[src/flash_cmd_pkg.sv]
package flash_cmd_pkg;

    // ========================================
    // Timing
    localparam int CLK_PERIOD_NS = 5;

    // ========================================
    // Opcodes
    localparam logic [7:0] OP_NONE       = 8'h00;
    localparam logic [7:0] OP_WRITE_SR   = 8'h01;
    localparam logic [7:0] OP_READ       = 8'h03;
    localparam logic [7:0] OP_WRITE_DIS  = 8'h04;
    localparam logic [7:0] OP_READ_SR1   = 8'h05;
    localparam logic [7:0] OP_WRITE_EN   = 8'h06;
    localparam logic [7:0] OP_FAST_READ  = 8'h0B;
    localparam logic [7:0] OP_READ_SR2   = 8'h35;
    localparam logic [7:0] OP_DUAL_OUT   = 8'h3B;
    localparam logic [7:0] OP_VOL_EN     = 8'h50;
    localparam logic [7:0] OP_QUAD_OUT   = 8'h6B;

    // ========================================
    // Bit counts and lane widths
    localparam logic [5:0] OPCODE_LAST = 6'h07;
    localparam logic [5:0] ADDR_LAST   = 6'h17;
    localparam logic [5:0] DUMMY_LAST  = 6'h07;
    localparam logic [5:0] BYTE_BITS   = 6'h08;
    localparam logic [5:0] WORD_BITS   = 6'h10;
    localparam logic [5:0] COUNT_MAX   = 6'h3F;
    localparam logic [2:0] W_ONE       = 3'h1;
    localparam logic [2:0] W_TWO       = 3'h2;
    localparam logic [2:0] W_FOUR      = 3'h4;

    // ========================================
    // Status layout (sr2 bit n is status bit n+8)
    localparam logic [7:0] SR1_WR_MASK   = 8'hFC;
    localparam logic [7:0] SR2_WR_MASK   = 8'h7F;
    localparam logic [7:0] SR2_RD_MASK   = 8'h7F;
    localparam logic [7:0] SR2_OTP_MASK  = 8'h38;
    localparam logic [7:0] SR2_SHORT_CLR = 8'h43;
    localparam logic [7:0] SR2_LOCK_HIGH = 8'h01;
    localparam int         SR2_QE        = 1;

    // ========================================
    // Wishbone map
    localparam logic [7:0] REG_STATUS  = 8'h00;
    localparam logic [7:0] REG_CONTROL = 8'h04;
    localparam logic [1:0] MEM_WINDOW  = 2'h1;

    // ========================================
    // Types
    typedef enum logic [2:0] {
        PH_OPCODE = 3'h0,
        PH_ADDR   = 3'h1,
        PH_DUMMY  = 3'h3,
        PH_DATA   = 3'h2,
        PH_SR_OUT = 3'h6,
        PH_SR_IN  = 3'h7,
        PH_IGNORE = 3'h5
    } phase_t;

    typedef struct packed {
        logic       cs_n;
        logic       sclk;
        logic [3:0] lanes;
    } pins_t;

    typedef struct packed {
        pins_t           sync1;
        pins_t           sync2;
        logic            prev_cs_n;
        logic            prev_sclk;
        phase_t          phase;
        logic [7:0]      cmd;
        logic [7:0]      shreg;
        logic [5:0]      bitcnt;
        logic [23:0]     addr;
        logic [2:0]      width;
        logic            dummy;
        logic            sr_sel;
        logic            vol_write;
        logic            vol_armed;
        logic            write_latch;
        logic            wip;
        logic            ext_busy;
        logic [7:0]      obuf;
        logic [15:0]     wbuf;
        logic [15:0]     pend;
        logic [7:0]      sr1;
        logic [7:0]      sr2;
        logic [31:0]     twcnt;
        logic [3:0]      lane_out;
        logic [3:0]      lane_oe;
        logic            wb_ack;
        logic [31:0]     wb_dat;
        logic [15:0][7:0] mem;
    } state_t;

    // Select idles high, so its synchroniser and edge history start high too;
    // an all-zero start would fake a select edge just after reset
    function automatic state_t reset_state();
        reset_state = '0;
        reset_state.sync1.cs_n = 1'b1;
        reset_state.sync2.cs_n = 1'b1;
        reset_state.prev_cs_n = 1'b1;
    endfunction

    localparam state_t STATE_RESET = reset_state();

endpackage

[src/flash_cmd_engine.sv]
`timescale 1ns/100ps
// Notes on behaviour
// - Opcode 05h reads status one, 35h status two, sampled on rising edges.
// - Status byte goes out on lane_one, falling edges, MSB first.
// - Status reads are accepted even while busy.
// - Status byte repeats until select rises.
// - Only status bits 7..2 and 14..8 are writable.
// - One-time lock bits never return to zero.
// - Non-volatile status write needs write_latch set by 06h first.
// - 50h before 01h makes a volatile write; write_latch stays zero.
// - Volatile writes cannot clear protect_lock_high or lock bits.
// - Status write counts only if select rises after 8 or 16 bits.
// - Eight-bit write clears complement, four_lane_enable, and protect_lock_high if non-volatile.
// - Non-volatile write runs a timed cycle with busy held high.
// - write_latch clears when the timed cycle ends.
// - Volatile write applies at once, busy stays low.
// - All status bits start at zero.
// - 03h plus 24-bit address, MSB first, on rising edges.
// - Read streams bytes, address advancing each byte, until select rises.
// - Plain read while busy is ignored.
// - 0Bh adds eight dummy clocks, input ignored during them.
// - 3Bh reads two bits per clock on lanes zero and one.
// - 6Bh reads four lanes, only while four_lane_enable is set.
// - Dual lanes: lane_zero even bits, lane_one odd bits.
// - Quad lanes: bits 7..4 then bits 3..0.
module flash_cmd_engine #(
    parameter int unsigned TW_NS = 5000000
) (
    input  wire logic        clock,
    input  wire logic        rst_n,
    input  wire logic        cs_n,
    input  wire logic        sclk,
    input  wire logic [3:0]  lane_in,
    output logic      [3:0]  lane_out,
    output logic      [3:0]  lane_oe,
    input  wire logic        wb_cyc,
    input  wire logic        wb_stb,
    input  wire logic        wb_we,
    input  wire logic [7:0]  wb_adr,
    input  wire logic [3:0]  wb_sel,
    input  wire logic [31:0] wb_dat_w,
    output logic      [31:0] wb_dat_r,
    output logic             wb_ack
);

    // ========================================
    // Self-timed write length
    localparam int CLK_PERIOD_NS = flash_cmd_pkg::CLK_PERIOD_NS;
    localparam int TW_RAW = (TW_NS + CLK_PERIOD_NS - 1) / CLK_PERIOD_NS;
    localparam logic [31:0] TW_COUNT = (TW_RAW < 1) ? 32'h0000_0001 : 32'(TW_RAW);

    flash_cmd_pkg::state_t st;
    flash_cmd_pkg::state_t next_st;

    logic       busy;
    logic       cs_rise;
    logic       sclk_rise;
    logic       sclk_fall;
    logic       op_done;
    logic [7:0] op_now;

    // ========================================
    // Status byte as seen by the host, busy kept live
    function automatic logic [7:0] status_byte(
        input flash_cmd_pkg::state_t s,
        input logic                  second
    );
        logic b;
        b = s.wip | s.ext_busy;
        if (second) begin
            status_byte = s.sr2 & flash_cmd_pkg::SR2_RD_MASK;
        end else begin
            status_byte = {s.sr1[7:2], s.write_latch, b};
        end
    endfunction

    // Merge written data into status; returns {sr2, sr1}
    function automatic logic [15:0] merge_status(
        input logic [7:0]  o1,
        input logic [7:0]  o2,
        input logic [15:0] w,
        input logic        short_wr,
        input logic        vol
    );
        logic [7:0] b1;
        logic [7:0] n1;
        logic [7:0] n2;
        b1 = short_wr ? w[7:0] : w[15:8];
        n1 = (o1 & ~flash_cmd_pkg::SR1_WR_MASK) | (b1 & flash_cmd_pkg::SR1_WR_MASK);
        if (short_wr) begin
            n2 = o2 & ~flash_cmd_pkg::SR2_SHORT_CLR;
        end else begin
            n2 = (o2 & ~flash_cmd_pkg::SR2_WR_MASK) | (w[7:0] & flash_cmd_pkg::SR2_WR_MASK);
        end
        n2 = n2 | (o2 & flash_cmd_pkg::SR2_OTP_MASK);
        if (vol) begin
            n2 = n2 | (o2 & flash_cmd_pkg::SR2_LOCK_HIGH);
        end
        merge_status = {n2, n1 & flash_cmd_pkg::SR1_WR_MASK};
    endfunction

    // ========================================
    // Edge events from the second synchroniser stage only
    assign busy      = st.wip | st.ext_busy;
    assign cs_rise   = st.sync2.cs_n & ~st.prev_cs_n;
    assign sclk_rise = st.sync2.sclk & ~st.prev_sclk & ~st.sync2.cs_n;
    assign sclk_fall = ~st.sync2.sclk & st.prev_sclk & ~st.sync2.cs_n;
    assign op_now    = {st.shreg[6:0], st.sync2.lanes[0]};
    assign op_done   = sclk_rise && (st.phase == flash_cmd_pkg::PH_OPCODE)
                       && (st.bitcnt == flash_cmd_pkg::OPCODE_LAST);

    // Outputs come straight from the state register
    assign lane_out = st.lane_out;
    assign lane_oe  = st.lane_oe;
    assign wb_dat_r = st.wb_dat;
    assign wb_ack   = st.wb_ack;

    // ========================================
    // Next-state logic
    always_comb begin
        logic [15:0] merged;
        logic [5:0]  cnt;
        merged = 16'h0000;
        cnt = 6'h00;
        next_st = st;
        next_st.sync1 = {cs_n, sclk, lane_in};
        next_st.sync2 = st.sync1;
        next_st.prev_cs_n = st.sync2.cs_n;
        next_st.prev_sclk = st.sync2.sclk;

        // Wishbone slave: one wait state, ack dropped after one cycle
        next_st.wb_ack = wb_cyc && wb_stb && !st.wb_ack;
        next_st.wb_dat = 32'h0000_0000;
        if (next_st.wb_ack && wb_we && wb_sel[0]) begin
            if (wb_adr == flash_cmd_pkg::REG_CONTROL) begin
                next_st.ext_busy = wb_dat_w[0];
            end else if (wb_adr[7:6] == flash_cmd_pkg::MEM_WINDOW && wb_adr[1:0] == 2'h0) begin
                next_st.mem[wb_adr[5:2]] = wb_dat_w[7:0];
            end
        end else if (next_st.wb_ack && !wb_we) begin
            if (wb_adr == flash_cmd_pkg::REG_STATUS) begin
                next_st.wb_dat = {15'h0000, st.wip, status_byte(st, 1'h1), status_byte(st, 1'h0)};
            end else if (wb_adr == flash_cmd_pkg::REG_CONTROL) begin
                next_st.wb_dat = {31'h0000_0000, st.ext_busy};
            end else if (wb_adr[7:6] == flash_cmd_pkg::MEM_WINDOW && wb_adr[1:0] == 2'h0) begin
                next_st.wb_dat = {24'h00_0000, st.mem[wb_adr[5:2]]};
            end
        end

        // Self-timed status write; results land only at the end
        if (st.wip) begin
            if (st.twcnt <= 32'h0000_0001) begin
                next_st.wip = 1'h0;
                next_st.sr1 = st.pend[7:0];
                next_st.sr2 = st.pend[15:8];
                next_st.write_latch = 1'h0;
            end else begin
                next_st.twcnt = st.twcnt - 32'h0000_0001;
            end
        end

        if (st.sync2.cs_n) begin
            // Deselected: float lanes, restart capture
            next_st.lane_oe = 4'h0;
            next_st.lane_out = 4'h0;
            next_st.phase = flash_cmd_pkg::PH_OPCODE;
            next_st.bitcnt = 6'h00;
            next_st.cmd = flash_cmd_pkg::OP_NONE;
            if (cs_rise) begin
                // One-byte commands act only when select closes them
                next_st.vol_armed = 1'h0;
                if (st.phase == flash_cmd_pkg::PH_IGNORE) begin
                    case (st.cmd)
                        flash_cmd_pkg::OP_WRITE_EN: begin
                            next_st.write_latch = 1'h1;
                        end
                        flash_cmd_pkg::OP_WRITE_DIS: begin
                            next_st.write_latch = 1'h0;
                        end
                        flash_cmd_pkg::OP_VOL_EN: begin
                            next_st.vol_armed = 1'h1;
                        end
                        default: begin
                        end
                    endcase
                end
                // Status write: any other bit count is discarded
                if (st.phase == flash_cmd_pkg::PH_SR_IN
                    && (st.bitcnt == flash_cmd_pkg::BYTE_BITS
                        || st.bitcnt == flash_cmd_pkg::WORD_BITS)) begin
                    merged = merge_status(st.sr1, st.sr2, st.wbuf,
                                          st.bitcnt == flash_cmd_pkg::BYTE_BITS,
                                          st.vol_write);
                    if (st.vol_write) begin
                        next_st.sr1 = merged[7:0];
                        next_st.sr2 = merged[15:8];
                    end else begin
                        next_st.pend = merged;
                        next_st.wip = 1'h1;
                        next_st.twcnt = TW_COUNT;
                    end
                end
            end
        end else if (sclk_rise) begin
            // Input bits are taken on rising edges
            cnt = st.bitcnt + 6'h01;
            case (st.phase)
                flash_cmd_pkg::PH_OPCODE: begin
                    next_st.shreg = op_now;
                    next_st.bitcnt = cnt;
                    if (op_done) begin
                        next_st.bitcnt = 6'h00;
                        next_st.cmd = op_now;
                        next_st.phase = flash_cmd_pkg::PH_IGNORE;
                        next_st.width = flash_cmd_pkg::W_ONE;
                        next_st.dummy = 1'h0;
                        if (op_now == flash_cmd_pkg::OP_READ_SR1
                            || op_now == flash_cmd_pkg::OP_READ_SR2) begin
                            next_st.sr_sel = (op_now == flash_cmd_pkg::OP_READ_SR2);
                            next_st.phase = flash_cmd_pkg::PH_SR_OUT;
                            next_st.obuf = status_byte(st, next_st.sr_sel);
                        end else if (busy) begin
                            // Nothing else may disturb a running cycle
                            next_st.cmd = flash_cmd_pkg::OP_NONE;
                        end else begin
                            case (op_now)
                                flash_cmd_pkg::OP_WRITE_SR: begin
                                    if (st.write_latch || st.vol_armed) begin
                                        next_st.phase = flash_cmd_pkg::PH_SR_IN;
                                        next_st.vol_write = st.vol_armed;
                                        next_st.wbuf = 16'h0000;
                                    end
                                end
                                flash_cmd_pkg::OP_READ: begin
                                    next_st.phase = flash_cmd_pkg::PH_ADDR;
                                end
                                flash_cmd_pkg::OP_FAST_READ: begin
                                    next_st.phase = flash_cmd_pkg::PH_ADDR;
                                    next_st.dummy = 1'h1;
                                end
                                flash_cmd_pkg::OP_DUAL_OUT: begin
                                    next_st.phase = flash_cmd_pkg::PH_ADDR;
                                    next_st.dummy = 1'h1;
                                    next_st.width = flash_cmd_pkg::W_TWO;
                                end
                                flash_cmd_pkg::OP_QUAD_OUT: begin
                                    if (st.sr2[flash_cmd_pkg::SR2_QE]) begin
                                        next_st.phase = flash_cmd_pkg::PH_ADDR;
                                        next_st.dummy = 1'h1;
                                        next_st.width = flash_cmd_pkg::W_FOUR;
                                    end
                                end
                                default: begin
                                end
                            endcase
                        end
                    end
                end
                flash_cmd_pkg::PH_ADDR: begin
                    next_st.addr = {st.addr[22:0], st.sync2.lanes[0]};
                    next_st.bitcnt = cnt;
                    if (st.bitcnt == flash_cmd_pkg::ADDR_LAST) begin
                        next_st.bitcnt = 6'h00;
                        if (st.dummy) begin
                            next_st.phase = flash_cmd_pkg::PH_DUMMY;
                        end else begin
                            next_st.phase = flash_cmd_pkg::PH_DATA;
                            next_st.obuf = st.mem[next_st.addr[3:0]];
                        end
                    end
                end
                flash_cmd_pkg::PH_DUMMY: begin
                    // Lane inputs are not looked at here
                    next_st.bitcnt = cnt;
                    if (st.bitcnt == flash_cmd_pkg::DUMMY_LAST) begin
                        next_st.bitcnt = 6'h00;
                        next_st.phase = flash_cmd_pkg::PH_DATA;
                        next_st.obuf = st.mem[st.addr[3:0]];
                    end
                end
                flash_cmd_pkg::PH_SR_IN: begin
                    next_st.wbuf = {st.wbuf[14:0], st.sync2.lanes[0]};
                    if (st.bitcnt != flash_cmd_pkg::COUNT_MAX) begin
                        next_st.bitcnt = cnt;
                    end
                end
                default: begin
                end
            endcase
        end else if (sclk_fall) begin
            // Output bits change on falling edges; lanes open on the first one
            if (st.phase == flash_cmd_pkg::PH_DATA || st.phase == flash_cmd_pkg::PH_SR_OUT) begin
                case (st.width)
                    flash_cmd_pkg::W_FOUR: begin
                        next_st.lane_out = st.obuf[7:4];
                        next_st.lane_oe = 4'hF;
                    end
                    flash_cmd_pkg::W_TWO: begin
                        next_st.lane_out = {2'h0, st.obuf[7:6]};
                        next_st.lane_oe = 4'h3;
                    end
                    default: begin
                        next_st.lane_out = {2'h0, st.obuf[7], 1'h0};
                        next_st.lane_oe = 4'h2;
                    end
                endcase
                next_st.obuf = st.obuf << st.width;
                cnt = st.bitcnt + {3'h0, st.width};
                next_st.bitcnt = cnt;
                if (cnt == flash_cmd_pkg::BYTE_BITS) begin
                    next_st.bitcnt = 6'h00;
                    if (st.phase == flash_cmd_pkg::PH_SR_OUT) begin
                        next_st.obuf = status_byte(st, st.sr_sel);
                    end else begin
                        next_st.addr = st.addr + 24'h00_0001;
                        next_st.obuf = st.mem[next_st.addr[3:0]];
                    end
                end
            end
        end
    end

    // State register; status starts all zero
    always_ff @(posedge clock or negedge rst_n) begin
        if (!rst_n) begin
            st <= flash_cmd_pkg::STATE_RESET;
        end else begin
            st <= next_st;
        end
    end

    // ========================================
    // Checks
    AST_STATUS_SHIFT: assert property (@(posedge clock) disable iff (!rst_n)
        sclk_fall && st.phase == flash_cmd_pkg::PH_SR_OUT
        |=> st.lane_out[1] == $past(st.obuf[7]) && st.lane_oe == 4'h2)
        else $error("status bit not driven on lane one");

    AST_BUSY_HELD: assert property (@(posedge clock) disable iff (!rst_n)
        $rose(st.wip) |-> st.wip [*8])
        else $error("busy dropped early");

    AST_LATCH_CLEAR: assert property (@(posedge clock) disable iff (!rst_n)
        $fell(st.wip) |-> !st.write_latch)
        else $error("write latch left set after timed write");

    AST_OTP_STICKY: assert property (@(posedge clock) disable iff (!rst_n)
        (($past(st.sr2) & flash_cmd_pkg::SR2_OTP_MASK) & ~st.sr2) == 8'h00)
        else $error("lock bit returned to zero");

    AST_VOL_NO_BUSY: assert property (@(posedge clock) disable iff (!rst_n)
        cs_rise && st.phase == flash_cmd_pkg::PH_SR_IN && st.vol_write
        |=> !st.wip ##1 !st.wip)
        else $error("volatile write raised busy");

    AST_BAD_LENGTH: assert property (@(posedge clock) disable iff (!rst_n)
        cs_rise && st.phase == flash_cmd_pkg::PH_SR_IN
        && st.bitcnt != flash_cmd_pkg::BYTE_BITS && st.bitcnt != flash_cmd_pkg::WORD_BITS
        |=> !st.wip && st.sr1 == $past(st.sr1) && st.sr2 == $past(st.sr2))
        else $error("status write of wrong length took effect");

    AST_READ_BUSY: assert property (@(posedge clock) disable iff (!rst_n)
        op_done && busy && op_now == flash_cmd_pkg::OP_READ
        |=> st.phase == flash_cmd_pkg::PH_IGNORE)
        else $error("read accepted while busy");

    AST_QUAD_GATE: assert property (@(posedge clock) disable iff (!rst_n)
        op_done && !busy && op_now == flash_cmd_pkg::OP_QUAD_OUT && !st.sr2[flash_cmd_pkg::SR2_QE]
        |=> st.phase == flash_cmd_pkg::PH_IGNORE)
        else $error("quad read accepted without enable");

    AST_ADDR_STEP: assert property (@(posedge clock) disable iff (!rst_n)
        sclk_fall && st.phase == flash_cmd_pkg::PH_DATA
        && (st.bitcnt + 6'(st.width)) == flash_cmd_pkg::BYTE_BITS
        |=> st.addr == $past(st.addr) + 24'h00_0001)
        else $error("address did not advance");

    AST_DUAL_LANES: assert property (@(posedge clock) disable iff (!rst_n)
        sclk_fall && st.phase == flash_cmd_pkg::PH_DATA && st.width == flash_cmd_pkg::W_TWO
        |=> st.lane_out[1:0] == $past(st.obuf[7:6]) && st.lane_oe == 4'h3)
        else $error("dual lane order wrong");

    AST_QUAD_LANES: assert property (@(posedge clock) disable iff (!rst_n)
        sclk_fall && st.phase == flash_cmd_pkg::PH_DATA && st.width == flash_cmd_pkg::W_FOUR
        |=> st.lane_out == $past(st.obuf[7:4]) && st.lane_oe == 4'hF)
        else $error("quad lane order wrong");

    AST_DESELECT_FLOAT: assert property (@(posedge clock) disable iff (!rst_n)
        st.sync2.cs_n |=> st.lane_oe == 4'h0 && st.phase == flash_cmd_pkg::PH_OPCODE)
        else $error("lanes driven while deselected");

endmodule

[config.mk]
export PLATFORM = sky130hd
export DESIGN_NAME = flash_cmd_engine
export DESIGN_NICKNAME = d
export VERILOG_FILES = /design/src/flash_cmd_pkg.sv /design/src/flash_cmd_engine.sv
export SDC_FILE = /design/constraint.sdc
export NUM_CORES = 1
export LEC_CHECK = 0
export BUFFER_PORTS_ARGS = -buffer_cell sky130_fd_sc_hd__buf_2
export CAP_MARGIN = 25
export CORE_MARGIN = 5
export CORE_UTILIZATION = 40
export CTS_CLUSTER_SIZE = 40
export DETAILED_ROUTE_END_ITERATION = 8
export PLACE_DENSITY_LB_ADDON = 0.3
export SETUP_SLACK_MARGIN = 0.02
export SLEW_MARGIN = 20
export SYNTH_ARGS = -nofsm -noshare
export SYNTH_HDL_FRONTEND = slang
export SYNTH_SLANG_ARGS = --single-unit
[constraint.sdc]
create_clock -name clock -period 5.9 [get_ports clock]
set_clock_uncertainty 0.1 [all_clocks]
set_input_delay 1.18 -clock clock [delete_from_list [all_inputs] [get_ports clock]]
set_output_delay 1.18 -clock clock [all_outputs]
set_load 0.02 [all_outputs]
==> results of run 1 <==
-- kinds of logic (layout without fill, tap and decap cells) --
kind of cell / count (synthesis) / in the layout / share of synthesized area (%)
flip-flops: 280 / 280 / 40.6
AO/OA/AOI/OAI: 235 / 235 / 9.41
AND/OR/NAND/NOR: 429 / 429 / 13.4
multiplexers: 332 / 332 / 29.0
other: 1 / 16 / 0.0217
adder cells (fa/ha/maj): 9 / 9 / 0.696
buffers and inverters: 169 / 153 / 5.09
XOR/XNOR: 36 / 36 / 1.83
-- cell usage after synthesis (all sizes together), types with 5 or more instances --
master,instances
o22ai,7
or4,5
nor2b,25
a21oi,46
nand3b,11
buf,84
nor2,88
a22oi,19
nand4,7
nand3,46
mux2i,68
o21ai,40
nand2b,21
nor3,36
a211oi,22
xor2,13
a2111oi,5
nor4,30
xnor2,23
and2,16
mux2,144
nand4b,5
inv,18
ha,8
or3,10
mux4,120
o31ai,12
a31oi,21
dfrtp,277
nand2,100
and3,7
clkbuf,66
a22o,24
-- through the flow --
stage	instance area, um2	total power [uW]	util [%]
2_1_floorplan	17300	2340	-
3_3_place_gp	17700	2460	41.3
3_5_place_dp	17800	2470	41.4
4_1_cts	18800	4450	43.8
5_1_grt	18800	4580	43.8
6_report	18800	4410	43.8
-- worst paths after layout --
check,to,slack [ns]
hold reg to reg,op_now[0],0.25
setup / recovery,st[255],2.41
hold / removal,op_now[0],0.25
max in group asynchronous,st[268],3.97
min in group asynchronous,st[249],0.48
setup reg to reg,st[255],2.41
-- final cells by class --
cell class / count / area [um2]
tap: 585 / 732
sequential: 280 / 7020
multi-input combinational: 1057 / 9450
clock buffer: 50 / 972
clock inverter: 7 / 53.8
inverter: 19 / 71.3
timing repair buffer: 77 / 485
fill: 3951 / 24100
-- flip-flops by register name (all words and copies together) (netlist names) --
| name | cells |
|---|---|
| wb_ack | 1 |
| st | 243 |
| next_st | 5 |
| lane_out | 4 |
| wb_dat_r | 16 |
| lane_oe | 3 |
| op_now | 8 |
-- metal layers --
layer  GRT usage (%)  part of all wire, %  up-vias
met5               0                0.029        -
met4            6.62                  3.4        2
met3            3.04                  7.2       99
met2            31.4                   46      562
met1            29.0                   43     6558
li1                -                    -     5567
-- power by group through the flow --
stage / Clock (uW) / Sequential [uW] / Combinational [uW]
2_1_floorplan: 0 / 2040 / 298
5_1_grt: 2090 / 2070 / 420
3_3_place_gp: 0 / 2090 / 373
6_report: 1970 / 2060 / 379
3_5_place_dp: 0 / 2090 / 379
4_1_cts: 2020 / 2060 / 380
==> key figures, run 1 <==
Routing
  • Final ANT Viol Nets: 0
  • Vias/cell: 6.16
  • Routed via count: about 13000
  • DRC viols: 0
  • WL per Instance: 23.4 um
  • First DRT Iteration DRCs: ~1500
  • First-pass iteration count of the detailed router: 5
  • Post-Route WL: ~48000 um

Cells and area
  • Commonest non-fill, non-tap cells in the layout: dfrtp_1, mux2_2, mux4_2, nand2_1, nor2_1
  • Area Overhead vs Synth: 8.78%
  • Share of cells above drive strength 1: about 28%
  • Diodes inserted: 0
  • Nets: 1533
  • Non-filler cells, final: just over 2000
  • Commonest non-fill, non-tap cell in the layout: dfrtp_1

Power and ir drop
  • Register share of total power: between 40% and 50%
  • Switching Fraction: between 20% and 30%
  • Power per cell area: 235 nW/um2
  • Logic pwr share: 8.6%
  • Internal: 3270 uW
  • LEAKAGE: around 0.008 uW
  • Clock power share: 44.7%
  • Psw: 1140 uW
  • VDD IR max: 0.192 mV

Setup path
  • Worst r2r src: st[268]
  • CP endpoint kind: flip-flop
  • Crit path cell chain: buf_4, nand3_1, xnor2_1, buf_4, mux4_2, a21o_1, a21oi_1, o31ai_1
  • Worst Setup SP: st[268]
  • Worst R2R Path Depth: 8
  • Crit Path Category: reg -> reg
  • Critical path's largest stage delay: between 0.6 and 0.7 ns
  • Slowest library cell on the worst path: buf_4
  • Peak fanout along the critical path: between 50 and 60
  • Worst path bufs/invs: 2
  • Crit path depth: 8
  • Worst Path Required: between 6 and 7 ns
  • Crit path launch type: flip-flop
  • CP top delay family: buffers and inverters
  • Most frequent CP cell: buf_4
  • Arr. time, crit path: 3.78 ns

STA
  • Setup TNS: 0 ns
  • Setup ws final: 2.41 ns
  • Fin crit share: approximately three fifths
  • WHS: roughly 0.25 ns
  • Final hold vios: 0
  • Max Freq: approximately 290 MHz
  • Tmin final: between 3 and 4 ns
  • Slew HR: about a quarter
  • Slew of the pin with the lowest slew margin: approximately 1.1 ns
  • Slew Viols, Final: 0
  • RSZ-0062 raised after global routing: false
  • # setup viols final: 0

Die
  • Core area: 42900 um2
  • Die Y: roughly 220 um
  • Starting Density: 40.3%
  • Die X: between 200 and 250 um
  • Die area: between 40000 and 50000 um2
  • Top Ports: 96
  • Rows: 76

CTS
  • Clock Pin Slew Worst Setup and Hold Paths: 0.06 ns
  • Post-CTS Resized: 0
  • CTS tree: built
  • Htree depth: 2
  • Clock Latency Late Sink: around 0.53 ns
  • Root buf cell: clkbuf_16
  • Clock Sinks: 280
  • Maximum clock path buffer count: 3
  • Post-CTS setup buffers: 0
  • Total CTS buffers: 34
  • Hold_buf cts: 0

Synthesis
  • #FFs+latches synth: 280
  • Post-synth top flop: dfrtp_1
  • Yosys cell types: between 80 and 90
  • Cell taking the most area after synthesis: dfrtp_1
  • Most area-consuming cells after synthesis: dfrtp_1, mux4_2, mux2_2, mux2i_1, buf_4
  • Synthesized area per cell: 11.6 um2
  • Post-synth EDFFs: 0
  • Ys Warns: 0
  • Mapped Area: roughly 17000 um2
  • FFs w/ async S/R, synth: 100%
  • Sequential fraction of the synthesis area: between 40% and 50%
  • Post-synth top area share: around 40%
  • Count of mapped cells out of synthesis: 1491

Placed design
  • Gpl congestion: just over 0.9
  • Post-DP HPWL: about 32000 um
  • Number of port buffers: 49
  • # placed instances: roughly 2000
  • Pre-CTS setup slack: 1.89 ns

Worst hold path
  • Worst hold stages: 0
  • Worst min path class: reg -> reg
  • Worst Min Path Start: next_st[318]

Run
  • Max-cap violations: 0

Global route
  • Initial antenna violation count: 1
  • Vias in the first global route: around 12000
  • Grt ovf: 0
  • First-pass GRT wire length: around 75000 um
  • Gr usage total: around a fifth
  • Largest net degree at the start of global routing: 110

Outcome
  • Status: finished, final reports clean
No activity file was read; power rests on OpenSTA's default activity.
==> run 2: changes to the inputs <==
==> constraint.sdc (replaced) <==
create_clock -name clock -period 3.2 [get_ports clock]
set_clock_uncertainty 0.1 [all_clocks]
set_input_delay 0.64 -clock clock [delete_from_list [all_inputs] [get_ports clock]]
set_output_delay 0.64 -clock clock [all_outputs]
set_load 0.02 [all_outputs]
==> run 2 against run 1 <==
  * Count of clock-buffer cells in the layout down 3
  * Critical endpoint is now st[253]
  * Largest cell class unchanged
  * Highest routed layer unchanged
  * Combinational power up 92%
  * Sequential power up 84%
  * Largest power group unchanged
  * Maximum frequency up 17%
  * Critical path depth up 1
  * Global-route usage up 0.36 points
  * Critical path type unchanged
==> key figures, run 2 (synthesized netlist as in run 1, its figures left out) <==
Routing
  • Post-Route WL: 48800 um (was 48500 um)
  • Routed via count: 12759 (was 12788)
  • Final ANT Viol Nets: 0 (unchanged)
  • First DRT Iteration DRCs: 1402 (was 1546)
  • Vias/cell: 5.98 (was 6.16)
  • First-pass iteration count of the detailed router: 7 (was 5)
  • WL per Instance: 22.9 um (was 23.4 um)
  • DRC viols: 0 (unchanged)

CTS
  • Clock Pin Slew Worst Setup and Hold Paths: 0.06 ns (about the same)
  • Post-CTS Resized: 0 (unchanged)
  • Hold_buf cts: 0 (unchanged)
  • CTS tree: built (unchanged)
  • Total CTS buffers: 34 (unchanged)
  • Maximum clock path buffer count: 3 (unchanged)
  • Post-CTS setup buffers: 0 (unchanged)
  • Root buf cell: clkbuf_16 (unchanged)
  • Clock Latency Late Sink: 0.53 ns (about the same)
  • Htree depth: 2 (unchanged)
  • Clock Sinks: 280 (unchanged)

STA
  • Slew of the pin with the lowest slew margin: 0.773 ns (was 1.11 ns)
  • Tmin final: 2.98 ns (was 3.49 ns)
  • Slew Viols, Final: 0 (unchanged)
  • Setup TNS: 0 ns (unchanged)
  • RSZ-0062 raised after global routing: true (was false)
  • Final hold vios: 0 (unchanged)
  • Slew HR: 48.3% (was 25.5%)
  • # setup viols final: 0 (unchanged)
  • Fin crit share: 93.1% (was 59.1%)
  • Max Freq: 336 MHz (was 287 MHz)

Cells and area
  • Filler Cell Count: 3949 (was 3951)
  • Share of cells above drive strength 1: 31.2% (was 28.3%)
  • Commonest non-fill, non-tap cells in the layout: dfrtp_1, mux2_2, mux4_2, nand2_1, nor2_1 (unchanged)
  • Area of the multi-input gates: 9450 um2 (about the same)
  • Commonest non-fill, non-tap cell in the layout: dfrtp_1 (unchanged)
  • Largest register FFs: 243 (unchanged)
  • Final core utilization: 45.1% (was 43.8%)
  • Largest Register: st (unchanged)
  • Non-filler cells, final: 2132 (was 2075)
  • Register area: 7020 um2 (unchanged)
  • Area Overhead vs Synth: 12.1% (was 8.78%)
  • Diodes inserted: 0 (unchanged)
  • Nets: 1587 (was 1533)

Run
  • Max-cap violations: 0 (unchanged)

Placed design
  • Gpl congestion: 0.911 (was 0.915)
  • Number of port buffers: 49 (unchanged)
  • # placed instances: 2072 (was 2018)
  • Post-DP HPWL: 34100 um (was 32400 um)

Die
  • Die area: 47400 um2 (unchanged)
  • Die X: 218 um (unchanged)
  • Die Y: 218 um (unchanged)
  • Core area: 42900 um2 (unchanged)
  • Starting Density: 40.3% (unchanged)
  • Rows: 76 (unchanged)
  • Top Ports: 96 (unchanged)

Global route
  • Grt ovf: 0 (unchanged)
  • Vias in the first global route: 12665 (was 12395)
  • Initial antenna violation count: 1 (unchanged)
  • Gr usage total: 20.5% (was 20.1%)
  • First-pass GRT wire length: 76500 um (was 75200 um)
  • Largest net degree at the start of global routing: 82 (was 110)

Setup path
  • Arr. time, crit path: 3.28 ns (was 3.78 ns)
  • Peak fanout along the critical path: 14 (was 58)
  • Crit Path Category: reg -> reg (unchanged)
  • Worst Path Required: 3.50 ns (was 6.19 ns)
  • CP endpoint kind: flip-flop (unchanged)
  • Crit path launch type: flip-flop (unchanged)

Worst hold path
  • Worst min path class: in -> async (was reg -> reg)

Power and ir drop
  • LEAKAGE: 0.00829 uW (was 0.00798 uW)
  • Total power: 8300 uW (was 4410 uW)
  • Power per cell area: 429 nW/um2 (was 235 nW/um2)
  • VDD IR max: 0.264 mV (was 0.192 mV)

Outcome
  • Status: finished, final reports clean (unchanged)
## run 2: cell count changes in the layout (fill, tap and decap cells not counted), sizes merged
cell,delta
clkbuf,-3
clkinvlp,+5
bufinv,+1
buf,+54
## run 2: cell type report
cell class	count	share of cell area [%]
repair buffers	131	5.15
flip-flops and latches	280	36.3
clock buffers	47	5.01
multi-input cells	1057	48.8
well taps	585	3.78
inverters	19	0.369
clock inverters	13	0.627
## run 2: critical path, cell delays in order (launching register included)
cell and delay, ns:
dfrtp_1 0.41, ha_1 0.22, fa_1 0.42, xor2_1 0.20
or4_1 0.44, nor4_2 0.22, buf_4 0.26, a21oi_1 0.07
a2111oi_0 0.39, nor3_1 0.11
## run 2: per-layer routing
layer	track usage (%)	up-vias	share of wire (%)
met5	0	-	0.014
li1	-	5657	-
met1	28.0	6507	42
met3	4.44	96	7.0
met4	6.87	2	3.2
met2	32.7	497	48
## run 2: stage by stage
| step | hold slack [ns] | cell area (um2) | setup WS (ns) |
|---|---|---|---|
| floorplan | 0.231 | 17300 | 0.232 |
| global placement | 0.239 | 18300 | 0.195 |
| detailed placement | 0.241 | 18300 | 0.150 |
| CTS | 0.0412 | 19300 | 0.119 |
| global route | 0.0703 | 19400 | 0.0186 |
| finish | 0.0314 | 19400 | 0.220 |
## run 2: worst paths after layout
kind,end,cells past startpoint,slack (ns),startpoint
max,st[253],9,0.22,st[291]
min,lane_out[1],1,0.03,rst_n
max reg2reg,st[253],9,0.22,st[291]
min reg2reg,next_st[316],0,0.25,next_st[322]
max in group asynchronous,st[174],2,2.15,rst_n
min in group clock,next_st[318],1,0.12,lane_in[0]
## run 2: report_power, final
group          leakage, uW  switching, uW  internal, uW
Clock             0.000523           1570          2210
Sequential         0.00386            162          3630
Combinational      0.00391            431           298
Total              0.00829           2160          6140
